===== src/hdl/pmwd_pkg.sv =====
// Purpose: Shared constants of the power mode and watchdog register bank.
// Assumes: 100 MHz core clock, 8-bit registers, 5-bit register address.
// Notes: Period tables are in milliseconds, indexed by the 3-bit code.
`default_nettype none
package pmwd_pkg;

    // ------------------------------------------------------------------
    // Register offsets
    // ------------------------------------------------------------------
    localparam logic [4:0] PMWD_ADDR_WD_ACCESS = 5'h02;
    localparam logic [4:0] PMWD_ADDR_WD_TIMING = 5'h03;
    localparam logic [4:0] PMWD_ADDR_WD_SERVICE = 5'h04;
    localparam logic [4:0] PMWD_ADDR_SUPPLY_EN = 5'h05;
    localparam logic [4:0] PMWD_ADDR_MODE_CTRL = 5'h06;
    localparam logic [4:0] PMWD_ADDR_INT_SUMMARY = 5'h07;

    // ------------------------------------------------------------------
    // Reset values and keys
    // ------------------------------------------------------------------
    localparam logic [7:0] PMWD_RST_WD_ACCESS = 8'h00;
    localparam logic [7:0] PMWD_RST_WD_TIMING = 8'h09;
    localparam logic [7:0] PMWD_RST_WD_SERVICE = 8'h00;
    localparam logic [7:0] PMWD_RST_SUPPLY_EN = 8'h6d;
    localparam logic [1:0] PMWD_RST_MODE = 2'h0;
    localparam logic [7:0] PMWD_WD_UNLOCK_KEY = 8'h5a;
    localparam logic [1:0] PMWD_WD_OFF_CODE = 2'h1;

    // ------------------------------------------------------------------
    // Field positions
    // ------------------------------------------------------------------
    localparam int PMWD_WD_EN_LSB = 6;
    localparam int PMWD_WD_TMO_LSB = 3;
    localparam int PMWD_WD_WIN_LSB = 0;
    localparam int PMWD_SRV_TRIG_BIT = 0;
    localparam int PMWD_SUP_R3_STBY = 7;
    localparam int PMWD_SUP_R3_RXO = 6;
    localparam int PMWD_SUP_R3_NORM = 5;
    localparam int PMWD_SUP_R2_STBY = 4;
    localparam int PMWD_SUP_R2_RXO = 3;
    localparam int PMWD_SUP_R2_NORM = 2;
    localparam int PMWD_SUP_CONV_SLEEP = 1;
    localparam int PMWD_MODE_REQ_LSB = 0;
    localparam int PMWD_MODE_STATE_LSB = 4;
    localparam int PMWD_INT_BUS_BIT = 0;
    localparam int PMWD_INT_WAKE_BIT = 1;
    localparam int PMWD_INT_SUPPLY_BIT = 2;

    // ------------------------------------------------------------------
    // Operating modes
    // ------------------------------------------------------------------
    typedef enum logic [1:0] {
        PMWD_MODE_STANDBY = 2'h0,
        PMWD_MODE_NORMAL = 2'h1,
        PMWD_MODE_RXONLY = 2'h2,
        PMWD_MODE_SLEEP = 2'h3
    } pmwd_mode_type;

    // ------------------------------------------------------------------
    // Timing
    // ------------------------------------------------------------------
    localparam int PMWD_CLK_PERIOD_NS = 10;
    localparam int PMWD_MS_NS = 1000000;
    localparam int PMWD_TICK_CYCLES = PMWD_MS_NS / PMWD_CLK_PERIOD_NS;

    // Window periods, code 7 down to code 0
    localparam logic [7:0][11:0] PMWD_WIN_MS = {
        12'h190, 12'h140, 12'h0f0, 12'h0a0, 12'h078, 12'h050, 12'h028, 12'h00a
    };
    // Timeout periods, code 7 down to code 0
    localparam logic [7:0][11:0] PMWD_TMO_MS = {
        12'hfa0, 12'h7d0, 12'h3e8, 12'h320, 12'h1e0, 12'h140, 12'h0a0, 12'h050
    };

endpackage
`default_nettype wire


===== src/hdl/pmwd_wd_if.sv =====
// Purpose: Carries watchdog settings and events between bank and timer.
// Assumes: Both ends on the core clock.
// Notes: trigger and fault are one-cycle pulses.
`timescale 1ns/10ps
`default_nettype none
interface pmwd_wd_if;
    logic [7:0] cfg;
    logic window_mode;
    logic trigger;
    logic fault;
    logic active;

    modport bank (
        output cfg,
        output window_mode,
        output trigger,
        input fault,
        input active
    );
    modport timer (
        input cfg,
        input window_mode,
        input trigger,
        output fault,
        output active
    );
endinterface
`default_nettype wire


===== src/hdl/pmwd_regs.sv =====
// Purpose: Power mode, supply enable, watchdog and interrupt summary registers.
// Assumes: Register port driven by a serial engine on the core clock.
// Notes: Interrupt sources arrive from analog logic and are resynchronised.
//
// How it works
// Window code in watchdog bits 2..0 picks 10 to 400 ms.
// Window mode accepts service only in the second half of the period.
// Software services the watchdog by writing one to service bit 0.
// Service restarts the watchdog count; service bit then clears itself.
// Supply bits 7,6,5 enable third regulator in standby, receive-only, normal.
// Supply bits 4,3,2 enable second regulator in standby, receive-only, normal.
// Supply bit 1 keeps the converter on in sleep; reset value 0x6d.
// Summary bit 2 shows a pending supply interrupt.
// Summary bit 1 shows a pending wake-up or temperature interrupt.
// Summary bit 0 shows bus or local failure; bits 7..3 read zero.
// Timeout code in watchdog bits 5..3 picks 80 to 4000 ms.
// Watchdog timing writes only land while the access key 0x5a is held.
// Mode bits 1..0 request standby, normal, receive-only or sleep.
// Mode bits 5..4 read back the device state; writes ignored.
`timescale 1ns/10ps
`default_nettype none
module pmwd_regs #(
    parameter int TICK_CYCLES = pmwd_pkg::PMWD_TICK_CYCLES
) (
    input wire logic i_core_clk,
    input wire logic i_resetn,
    input wire logic [4:0] i_reg_addr,
    input wire logic i_reg_wr,
    input wire logic [7:0] i_reg_wdata,
    input wire logic i_reg_rd,
    output logic [7:0] o_reg_rdata,
    output logic o_reg_rvalid,
    input wire logic [7:0] i_bus_fail_src,
    input wire logic [7:0] i_wake_temp_src,
    input wire logic [7:0] i_supply_src,
    output logic o_third_regulator_en,
    output logic o_second_regulator_en,
    output logic o_converter_en,
    output logic o_wd_fault
);
    // ------------------------------------------------------------------
    // Reset release
    // ------------------------------------------------------------------
    logic rst_s1_reg;
    logic rst_s2_reg;

    always_ff @(posedge i_core_clk or negedge i_resetn) begin
        if (!i_resetn) begin
            rst_s1_reg <= 1'b0;
            rst_s2_reg <= 1'b0;
        end else begin
            rst_s1_reg <= 1'b1;
            rst_s2_reg <= rst_s1_reg;
        end
    end

    // ------------------------------------------------------------------
    // State
    // ------------------------------------------------------------------
    typedef struct packed {
        logic [7:0] wd_access;
        logic [7:0] wd_timing;
        logic [7:0] wd_service;
        logic [7:0] supply_en;
        logic [1:0] req_mode;
        logic [1:0] dev_state;
        logic [23:0] src_s1;
        logic [23:0] src_s2;
        logic [23:0] src_s3;
        logic [23:0] src_filt;
        logic [7:0] rdata;
        logic rvalid;
        logic third_en;
        logic second_en;
        logic conv_en;
        logic wd_fault;
    } pmwd_bank_reg_type;

    pmwd_bank_reg_type r_reg;
    pmwd_bank_reg_type r_next;

    pmwd_wd_if wd_bus ();

    pmwd_wdog #(
        .TICK_CYCLES(TICK_CYCLES)
    ) u_wdog (
        .i_core_clk(i_core_clk),
        .i_rst_n(rst_s2_reg),
        .wd(wd_bus)
    );

    // ------------------------------------------------------------------
    // Interrupt source filter
    // ------------------------------------------------------------------
    logic [23:0] filt_next;

    genvar gi;
    generate
        for (gi = 0; gi < 24; gi++) begin : g_filt
            // A level counts once the second and third stages agree
            assign filt_next[gi] = (r_reg.src_s2[gi] == r_reg.src_s3[gi]) ?
                r_reg.src_s3[gi] : r_reg.src_filt[gi];
        end
    endgenerate

    // ------------------------------------------------------------------
    // Next state
    // ------------------------------------------------------------------
    logic [7:0] int_summary;
    logic [7:0] mode_rb;
    logic [7:0] rd_mux;

    always_comb begin
        r_next = r_reg;
        r_next.src_s1 = {i_supply_src, i_wake_temp_src, i_bus_fail_src};
        r_next.src_s2 = r_reg.src_s1;
        r_next.src_s3 = r_reg.src_s2;
        r_next.src_filt = filt_next;

        int_summary = 8'h00;
        int_summary[pmwd_pkg::PMWD_INT_BUS_BIT] = |r_reg.src_filt[7:0];
        int_summary[pmwd_pkg::PMWD_INT_WAKE_BIT] = |r_reg.src_filt[15:8];
        int_summary[pmwd_pkg::PMWD_INT_SUPPLY_BIT] = |r_reg.src_filt[23:16];

        mode_rb = 8'h00;
        mode_rb[pmwd_pkg::PMWD_MODE_REQ_LSB +: 2] = r_reg.req_mode;
        mode_rb[pmwd_pkg::PMWD_MODE_STATE_LSB +: 2] = r_reg.dev_state;

        // Service bit lives for one cycle only
        r_next.wd_service = pmwd_pkg::PMWD_RST_WD_SERVICE;

        if (i_reg_wr) begin
            unique case (i_reg_addr)
                pmwd_pkg::PMWD_ADDR_WD_ACCESS: r_next.wd_access = i_reg_wdata;
                pmwd_pkg::PMWD_ADDR_WD_TIMING: begin
                    if (r_reg.wd_access == pmwd_pkg::PMWD_WD_UNLOCK_KEY) begin
                        r_next.wd_timing = i_reg_wdata;
                    end
                end
                pmwd_pkg::PMWD_ADDR_WD_SERVICE: begin
                    r_next.wd_service[pmwd_pkg::PMWD_SRV_TRIG_BIT] =
                        i_reg_wdata[pmwd_pkg::PMWD_SRV_TRIG_BIT];
                end
                pmwd_pkg::PMWD_ADDR_SUPPLY_EN: r_next.supply_en = i_reg_wdata;
                pmwd_pkg::PMWD_ADDR_MODE_CTRL: begin
                    r_next.req_mode = i_reg_wdata[pmwd_pkg::PMWD_MODE_REQ_LSB +: 2];
                end
                default: begin
                end
            endcase
        end

        // Sleep leaves the last awake state in the read-back field
        if (r_reg.req_mode != pmwd_pkg::PMWD_MODE_SLEEP) begin
            r_next.dev_state = r_reg.req_mode;
        end

        unique case (r_reg.req_mode)
            pmwd_pkg::PMWD_MODE_STANDBY: begin
                r_next.third_en = r_reg.supply_en[pmwd_pkg::PMWD_SUP_R3_STBY];
                r_next.second_en = r_reg.supply_en[pmwd_pkg::PMWD_SUP_R2_STBY];
                r_next.conv_en = 1'b1;
            end
            pmwd_pkg::PMWD_MODE_RXONLY: begin
                r_next.third_en = r_reg.supply_en[pmwd_pkg::PMWD_SUP_R3_RXO];
                r_next.second_en = r_reg.supply_en[pmwd_pkg::PMWD_SUP_R2_RXO];
                r_next.conv_en = 1'b1;
            end
            pmwd_pkg::PMWD_MODE_NORMAL: begin
                r_next.third_en = r_reg.supply_en[pmwd_pkg::PMWD_SUP_R3_NORM];
                r_next.second_en = r_reg.supply_en[pmwd_pkg::PMWD_SUP_R2_NORM];
                r_next.conv_en = 1'b1;
            end
            default: begin
                r_next.third_en = 1'b0;
                r_next.second_en = 1'b0;
                r_next.conv_en = r_reg.supply_en[pmwd_pkg::PMWD_SUP_CONV_SLEEP];
            end
        endcase

        unique case (i_reg_addr)
            pmwd_pkg::PMWD_ADDR_WD_ACCESS: rd_mux = r_reg.wd_access;
            pmwd_pkg::PMWD_ADDR_WD_TIMING: rd_mux = r_reg.wd_timing;
            pmwd_pkg::PMWD_ADDR_WD_SERVICE: rd_mux = r_reg.wd_service;
            pmwd_pkg::PMWD_ADDR_SUPPLY_EN: rd_mux = r_reg.supply_en;
            pmwd_pkg::PMWD_ADDR_MODE_CTRL: rd_mux = mode_rb;
            pmwd_pkg::PMWD_ADDR_INT_SUMMARY: rd_mux = int_summary;
            default: rd_mux = 8'h00;
        endcase
        r_next.rvalid = i_reg_rd;
        if (i_reg_rd) begin
            r_next.rdata = rd_mux;
        end
        r_next.wd_fault = wd_bus.fault;
    end

    // ------------------------------------------------------------------
    // Registers
    // ------------------------------------------------------------------
    always_ff @(posedge i_core_clk or negedge rst_s2_reg) begin
        if (!rst_s2_reg) begin
            r_reg <= '0;
            r_reg.wd_access <= pmwd_pkg::PMWD_RST_WD_ACCESS;
            r_reg.wd_timing <= pmwd_pkg::PMWD_RST_WD_TIMING;
            r_reg.wd_service <= pmwd_pkg::PMWD_RST_WD_SERVICE;
            r_reg.supply_en <= pmwd_pkg::PMWD_RST_SUPPLY_EN;
            r_reg.req_mode <= pmwd_pkg::PMWD_RST_MODE;
            r_reg.dev_state <= pmwd_pkg::PMWD_RST_MODE;
        end else begin
            r_reg <= r_next;
        end
    end

    // ------------------------------------------------------------------
    // Outputs and watchdog hookup
    // ------------------------------------------------------------------
    assign wd_bus.cfg = r_reg.wd_timing;
    assign wd_bus.window_mode = (r_reg.dev_state == pmwd_pkg::PMWD_MODE_NORMAL);
    assign wd_bus.trigger = r_reg.wd_service[pmwd_pkg::PMWD_SRV_TRIG_BIT];

    assign o_reg_rdata = r_reg.rdata;
    assign o_reg_rvalid = r_reg.rvalid;
    assign o_third_regulator_en = r_reg.third_en;
    assign o_second_regulator_en = r_reg.second_en;
    assign o_converter_en = r_reg.conv_en;
    assign o_wd_fault = r_reg.wd_fault;
endmodule
`default_nettype wire


===== src/hdl/pmwd_wdog.sv =====
// Purpose: Window and timeout watchdog timer counting in millisecond ticks.
// Assumes: Asynchronous active-low reset from the bank, released on the core clock.
// Notes: The tick divider runs free, so a period may be up to 1 ms short.
`timescale 1ns/10ps
`default_nettype none
module pmwd_wdog #(
    parameter int TICK_CYCLES = pmwd_pkg::PMWD_TICK_CYCLES
) (
    input wire logic i_core_clk,
    input wire logic i_rst_n,
    pmwd_wd_if.timer wd
);
    localparam int DIVW = $clog2(TICK_CYCLES);

    typedef enum logic [3:0] {
        PMWD_WD_OFF = 4'h1,
        PMWD_WD_CLOSED = 4'h2,
        PMWD_WD_OPEN = 4'h4,
        PMWD_WD_TMO = 4'h8
    } pmwd_wd_state_type;

    typedef struct packed {
        pmwd_wd_state_type st;
        logic [DIVW-1:0] div;
        logic [11:0] cnt;
        logic last_mode;
        logic fault;
    } pmwd_wd_reg_type;

    pmwd_wd_reg_type r_reg;
    pmwd_wd_reg_type r_next;

    logic tick;
    logic enabled;
    logic [11:0] period;
    logic [11:0] half;
    logic [11:0] cnt_inc;

    always_comb begin
        r_next = r_reg;
        r_next.fault = 1'b0;
        tick = (r_reg.div == DIVW'(TICK_CYCLES - 1));
        r_next.div = tick ? '0 : DIVW'(r_reg.div + 1'b1);
        enabled = (wd.cfg[pmwd_pkg::PMWD_WD_EN_LSB +: 2] != pmwd_pkg::PMWD_WD_OFF_CODE);
        if (wd.window_mode) begin
            period = pmwd_pkg::PMWD_WIN_MS[wd.cfg[pmwd_pkg::PMWD_WD_WIN_LSB +: 3]];
        end else begin
            period = pmwd_pkg::PMWD_TMO_MS[wd.cfg[pmwd_pkg::PMWD_WD_TMO_LSB +: 3]];
        end
        half = {1'b0, period[11:1]};
        cnt_inc = 12'(r_reg.cnt + 12'h001);
        r_next.last_mode = wd.window_mode;
        if (!enabled) begin
            r_next.st = PMWD_WD_OFF;
            r_next.cnt = '0;
        end else if (r_reg.st == PMWD_WD_OFF || wd.window_mode != r_reg.last_mode) begin
            r_next.st = wd.window_mode ? PMWD_WD_CLOSED : PMWD_WD_TMO;
            r_next.cnt = '0;
        end else begin
            unique case (r_reg.st)
                PMWD_WD_CLOSED: begin
                    if (wd.trigger) begin
                        // Early service is refused and counts as a fault
                        r_next.fault = 1'b1;
                        r_next.cnt = '0;
                    end else if (tick) begin
                        r_next.cnt = cnt_inc;
                        if (cnt_inc >= half) begin
                            r_next.st = PMWD_WD_OPEN;
                        end
                    end
                end
                PMWD_WD_OPEN: begin
                    if (wd.trigger) begin
                        r_next.st = PMWD_WD_CLOSED;
                        r_next.cnt = '0;
                    end else if (tick) begin
                        r_next.cnt = cnt_inc;
                        if (cnt_inc >= period) begin
                            r_next.fault = 1'b1;
                            r_next.st = PMWD_WD_CLOSED;
                            r_next.cnt = '0;
                        end
                    end
                end
                PMWD_WD_TMO: begin
                    if (wd.trigger) begin
                        r_next.cnt = '0;
                    end else if (tick) begin
                        r_next.cnt = cnt_inc;
                        if (cnt_inc >= period) begin
                            r_next.fault = 1'b1;
                            r_next.cnt = '0;
                        end
                    end
                end
                default: begin
                    r_next.st = PMWD_WD_OFF;
                    r_next.cnt = '0;
                end
            endcase
        end
    end

    always_ff @(posedge i_core_clk or negedge i_rst_n) begin
        if (!i_rst_n) begin
            r_reg <= '{st: PMWD_WD_OFF, div: '0, cnt: '0, last_mode: 1'b0, fault: 1'b0};
        end else begin
            r_reg <= r_next;
        end
    end

    assign wd.fault = r_reg.fault;
    assign wd.active = (r_reg.st != PMWD_WD_OFF);
endmodule
`default_nettype wire


===== config.mk =====
export PLATFORM = sky130hd
export DESIGN_NAME = pmwd_regs
export DESIGN_NICKNAME = d
export VERILOG_FILES = /design/src/hdl/pmwd_pkg.sv /design/src/hdl/pmwd_wd_if.sv /design/src/hdl/pmwd_regs.sv /design/src/hdl/pmwd_wdog.sv
export SDC_FILE = /design/constraint.sdc
export NUM_CORES = 1
export LEC_CHECK = 0
export BUFFER_PORTS_ARGS = -buffer_cell sky130_fd_sc_hd__buf_2
export CAP_MARGIN = 20
export CELL_PAD_IN_SITES_DETAIL_PLACEMENT = 1
export CELL_PAD_IN_SITES_GLOBAL_PLACEMENT = 1
export CORE_MARGIN = 3
export CORE_UTILIZATION = 34
export DETAILED_ROUTE_END_ITERATION = 16
export PLACE_DENSITY_LB_ADDON = 0.2
export SYNTH_ARGS = -nofsm -noshare
export SYNTH_HDL_FRONTEND = slang
export SYNTH_SLANG_ARGS = --single-unit

===== constraint.sdc =====
create_clock -name i_core_clk -period 5.06 [get_ports i_core_clk]
set_input_delay 0.253 -clock i_core_clk [delete_from_list [all_inputs] [get_ports i_core_clk]]
set_output_delay 0.253 -clock i_core_clk [all_outputs]
set_load 0.03 [all_outputs]

Yosys cells after proc, flatten, opt, wreduce, memory -nomap -nowiden
Memories as Yosys holds them, arrays and structs flattened.
Index checks and enable logic that the tools add are counted.
Storage, ports and cells
  register bits after elaboration: 175
  bits in latches: 0
  RAM bits: 0
  bits in read-only memories: 192
  input port bits: 41
  output and inout port bits: 13
  word-level logic and storage cells: 151
  memories kept: 2
Cells by class
  $add $sub $neg: 2
  $mul: 0
  div/mod/pow operators: 0
  magnitude comparators: 4
  equality and inequality tests: 50
  shifts and indexed selects: 0
  muxes and demuxes: 35
  bitwise gates (word level): 0
  reduce and logical (&&, ||, !) cells: 12
Memories
  (no name shown): words 8, width 12, read ports 1, clocked after memory_dff 0, write ports 0, line pmwd_wdog.sv:48  | period = pmwd_pkg::PMWD_TMO_MS[wd.cfg[pmwd_pkg::PMWD_WD_TMO_LSB +: 3]];
  (no name shown): words 8, width 12, read ports 1, clocked after memory_dff 0, write ports 0, line pmwd_wdog.sv:46  | period = pmwd_pkg::PMWD_WIN_MS[wd.cfg[pmwd_pkg::PMWD_WD_WIN_LSB +: 3]];
Operator list (number)
  two-way mux 12 bit: 10
  case mux 8 bit (6 select lines): 1
  two-way mux 4 bit: 9
  == test 1 bit: 24
  case mux 12 bit (2 select lines): 1
  OR reduction 8 bit: 3
  == test 5 x 3 -> 1 bit, second input constant: 4
  adder 17 x 1 -> 17 bit, second input constant: 1
  == test 17 bit, second input constant: 1
  two-way mux 17 bit: 1
  != test 5 x 4 -> 1 bit, second input constant: 3
  adder 12 x 1 -> 12 bit, second input constant: 1
  >= comparator 12 x 11 -> 1 bit: 1
  >= comparator 12 bit: 1
  case mux 4 bit (3 select lines): 1
  two-way mux 11 bit: 1
  == test 5 x 2 -> 1 bit, second input constant: 2
  case mux 3 bit (3 select lines): 1
  == test 8 x 7 -> 1 bit, second input constant: 1
  < comparator 3 x 4 -> 1 bit, second input constant: 2
  two-way mux 8 bit: 1
  != test 4 bit, second input constant: 2
  AND reduction 2 bit: 4
  two-way mux 1 bit: 7
  19 further kinds: 20

Longest topological paths before layout
  word-level depth: 10
  mapped depth: 13
  gate-level depth less buffers: 13

Cells and area by module
A second synthesis with hierarchy kept.
Unflattened totals
  cell total of the unflattened synthesis: 601
  area total of the unflattened synthesis: 7538.5 sq um
Modules (own cells, without submodules)
  pmwd_regs: instances 1, cells each 286, area each 4775.8 sq um, seq. area each 3512.1 sq um
  pmwd_wdog: instances 1, cells each 315, area each 2762.6 sq um, seq. area each 877.1 sq um

Worst setup path before layout
Ideal clock, no wire load.
  path kind: register to register
  start: register u_wdog.r_reg[2] (netlist bit)
  end: register u_wdog.r_reg[10] (netlist bit)
  library setup time: 126 ps
  arrival time: 2704 ps
  required time: 4934 ps
  path slack: 2230 ps
  cell stages (with the launch flop): 14
  path buffers: 1
  period minus slack after synthesis: 2830 ps
  cell sequence: dfrtp_1 ha_1 and3_1 clkbuf_2 nand2_1 xnor2_1 ha_1 o211ai_1 a311oi_1 nor3_1 a32oi_1 o21ai_0 a21oi_1 a21oi_1
On the way
  cells in the longest elaborated chain, start to end: 8
  elaborated cells between the ends (all ways): 10
  those cells by class: add/sub (1); order compare (1); mux (8)
Ends and longest elaborated chain
  start, declared: line pmwd_wdog.sv:30  | pmwd_wd_reg_type r_reg;
  start signal, assigned: line pmwd_wdog.sv:107  | r_reg <= '{st: PMWD_WD_OFF, div: '0, cnt: '0, last_mode: 1'b0, fault: 1'b0};
  start signal, assigned: line pmwd_wdog.sv:109  | r_reg <= r_next;
  adder 12 x 1 -> 12 bit (*): line pmwd_wdog.sv:51  | cnt_inc = 12'(r_reg.cnt + 12'h001);
  >= comparator 12 bit: line pmwd_wdog.sv:79, pmwd_wdog.sv:91
  two-way mux 12 bit: line pmwd_wdog.sv:79, pmwd_wdog.sv:91
  two-way mux 12 bit: line pmwd_wdog.sv:89  | end else if (tick) begin
  two-way mux 12 bit: line pmwd_wdog.sv:74  | if (wd.trigger) begin
  case mux 12 bit (2 select lines) (*): line pmwd_wdog.sv:60  | unique case (r_reg.st)
  two-way mux 12 bit (*): line pmwd_wdog.sv:56  | end else if (r_reg.st == PMWD_WD_OFF || wd.window_mode != r_reg.last_mode) begin
  two-way mux 12 bit (*): line pmwd_wdog.sv:53  | if (!enabled) begin
Every way passes the cells marked *; elsewhere a longest branch is shown, timed or not. The select of a mux whose other input is x is not followed.
A chain may end at the register's enable or synchronous reset.

==> flow_summary.yaml <==
status:
  status: "completed"
sta:
  finClkSkew_ps: 10.22
  drv_slew: 0
  setup-violations-final: 0
  hold_violations: 0
  period_share: 0.6753
  rsz0062_at_grt: "false"
  relSlewSlack: 0.4074
  timing.hold.ws_ps: 54.21
  worst_slew_pin_slew_ps: 885.6
  max_freq_mhz: 292.6
  period_minus_slack_ps: 3417
  finalSetupTns_ps: 0
worst_hold_path:
  holdCritPathClass: "input port to flop"
synth:
  yosys_warnings: 0
  synthArstFlopShare: 1.000
  ys_seq_area_frac: 0.6135
  synth_ff_type: "dfrtp_1"
  synth.cell_area_um2: 7154
  syn_area_per_cell_um2: 12.66
  synthCells: 565
  ys_ff_latch: 175
  synth_edf_count: 0
  synth_cell_types: 56
  synth_fp_nets: 635
cells_and_area:
  final_util: 0.4180
  stdcell_count: 927
  fill_cells: 2176
  area_growth_pct: 19.36
  largest_register_ffs: 65
  n_antenna_cell: 0
  drive_gt1_frac: 0.2009
  final_nets: 714
pwr:
  p_sw_mw: 0.8992
  comb_power_share: 0.102
  p_int_mw: 2.322
  clkPwrFrac: 0.402
  switching_share: 0.2791
  p_leak_nw: 3.730
  peakVddDrop_mv: 0.2411
  seqPwrFrac: 0.496
  power_density_nw_per_um2: 377.2
floorplanning:
  io_pins: 54
  dieArea_um2: 22820
  die_h_um: 151.1
  die_x_um: 151.1
  start_util: 0.3502
  num_rows: 52
  core-area_um2: 20430
placement:
  globalplace.congestion: 0.8310
  hpwl_um: 10790
  post-place-cells: 869
  io_buffers: 53
clocking:
  cts_buffers: 17
  post_cts_buffers: 0
  cts.path.max_buffers: 2
  clk_latency_ps: 430
  cts_sinks: 175
  cts-root-buf: "clkbuf_16"
  clkSlewWorstSetupHoldPaths_ps: 70
  tritoncts: "built"
  cts-htree-levels: 4
worst_setup_path:
  cpMaxStageDelayCell: "nand2b_1"
  path_max_fanout: 18
  crit_top_cell: "a21oi_1"
  path_class: "flop to flop"
  crit_buf_inv: 1
  path_cells: "nand2b_1 -> inv_1 -> nor2_1 -> a31oi_1 -> ha_1 -> o211ai_1 -> a311oi_1 -> nor3_1 -> a32oi_1 -> o21ai_0 -> a21oi_1 -> a21oi_1"
  worstSetupStartpointType: "flop"
  end_kind: "flop"
  critical-path-top-delay-family: "compound AO/OA/AOI/OAI gates"
  cpPeakStageDelay_ps: 540
  worstPathRequired_ps: 5370
  critical_path_arrival_ps: 3730
drt:
  num_vias: 4609
  firstDrtPassIters: 5
  drt_iter0_drc: 156
  drt-vias-per-instance: 4.972
  drt-wirelength-per-cell_um: 16.96
  drt-total-wl_um: 15720
  ant_nets: 0
  drc_errors: 0
global_route:
  grt_pass1_vias: 5043
  grt_pass1_wl_um: 26620
  antenna_found_initial: 0
  overflow: 0
  grt_usage: 0.1504
  grt_max_degree: 92
flow_run:
  maxCapViolations: 0
## Yosys cell counts, types with 3 or more instances
library cell	instances	area [um^2]
a211oi_1	4	30.03
a21o_1	3	22.52
a21oi_1	18	90.09
a222oi_1	5	50.05
a22o_1	7	61.31
a31oi_1	7	43.79
and3_1	5	31.28
and4_1	4	35.03
buf_4	8	60.06
clkbuf_1	7	26.28
dfrtp_1	167	4179
dfstp_2	8	210.2
ha_1	29	362.9
inv_1	26	97.59
maj3_1	24	240.2
mux2_2	30	337.8
mux2i_1	6	60.06
nand2_1	29	108.9
nand2b_1	3	18.77
nand3_1	23	115.1
nand3b_1	3	22.52
nand4_1	5	31.28
nor2_1	32	120.1
nor2b_1	4	25.02
nor3_1	8	40.04
nor3b_1	4	30.03
nor4_1	8	50.05
o211ai_1	4	30.03
o21ai_0	14	70.07
o21ai_1	3	15.01
o22ai_1	10	62.56
xnor2_1	16	140.1
xor2_1	9	78.83
## logic make-up after synthesis
| kind of cell | count (synthesis) | share of synthesized area |
|---|---|---|
| AO/OA/AOI/OAI | 88 | 0.08395 |
| XOR/XNOR | 25 | 0.03061 |
| adder cells (fa/ha/maj) | 53 | 0.08430 |
| buffers and inverters | 47 | 0.02956 |
| flip-flops | 175 | 0.6135 |
| multiplexers | 36 | 0.05561 |
| other | 1 | 0.0005242 |
| AND/OR/NAND/NOR | 140 | 0.1020 |
## power by group through the flow
stage                     clock network (mW)  logic (mW)  registers, mW
final                                   1.29       0.329           1.60
after global routing                    1.40       0.374           1.61
after CTS                               1.34       0.320           1.61
after detailed placement                   0       0.303           1.63
after global placement                     0       0.291           1.63
after floorplan                            0       0.210           1.61
## cells in the final DEF (no fill, tap or decap), drive strengths merged, types with 3 or more instances in the layout
| cell type | count |
|---|---|
| dfrtp | 167 |
| buf | 56 |
| inv | 33 |
| nor2 | 32 |
| mux2 | 30 |
| nand2 | 29 |
| ha | 29 |
| dlygate4sd3 | 25 |
| maj3 | 24 |
| nand3 | 23 |
| clkbuf | 19 |
| a21oi | 18 |
| o21ai | 17 |
| xnor2 | 16 |
| o22ai | 10 |
| xor2 | 9 |
| nor3 | 8 |
| nor4 | 8 |
| dfstp | 8 |
| a31oi | 7 |
| a22o | 7 |
| mux2i | 6 |
| nand4 | 5 |
| and3 | 5 |
| a222oi | 5 |
| and4 | 4 |
| nor2b | 4 |
| nor3b | 4 |
| a211oi | 4 |
| o211ai | 4 |
| clkinv | 4 |
| nand2b | 3 |
| nand3b | 3 |
| a21o | 3 |
| o31ai | 3 |
## final timing paths
kind | from | endpoint | slack [ps] | cells past startpoint
min in group asynchronous | i_resetn | rst_s2_reg | 130 | 2
max | mode_rb[5] | u_wdog.r_reg[10] | 1640 | 12
min | i_reg_rd | o_reg_rvalid | 50 | 1
max in group asynchronous | rst_s2_reg | wd_bus.cfg[3] | 4120 | 1
min reg2reg | rst_s2_reg | r_next[40] | 170 | 0
max reg2reg | mode_rb[5] | u_wdog.r_reg[10] | 1640 | 12
## repair_timing
| item | 4_1_cts | 5_1_grt |
|---|---|---|
| hold endpoints to repair | 26 | 0 |
| hold buffers | 25 | 0 |
| resized for setup | 0 | 0 |
## stage by stage
step                      area (um^2)  worst slack, ps  power [mW]
after floorplan                  7156             2176       1.822
after global placement           7675             1886       1.917
after detailed placement         7675             1651       1.936
after CTS                        8512             1632       3.266
after global routing             8539             1230       3.389
final                            8539             1643       3.221
## per-layer routing
metal / part of all wire / track usage
met5: 0 / 0
met4: 0.013 / 0.04488
met3: 0.023 / 0.03441
met2: 0.50 / 0.2509
met1: 0.47 / 0.1962
## final cells by class
class / instances / area, um^2 / area share
Tap cell: 270 / 337.8 / 0.03956
Clock inverter: 13 / 143.9 / 0.01685
Clock buffer: 19 / 442.9 / 0.05187
Inverter: 26 / 97.59 / 0.01143
Timing Repair Buffer: 81 / 570.5 / 0.06681
Sequential cell: 175 / 4393 / 0.5144
Multi-Input combinational cell: 343 / 2554 / 0.2990
(Power assumes the default switching activity.)
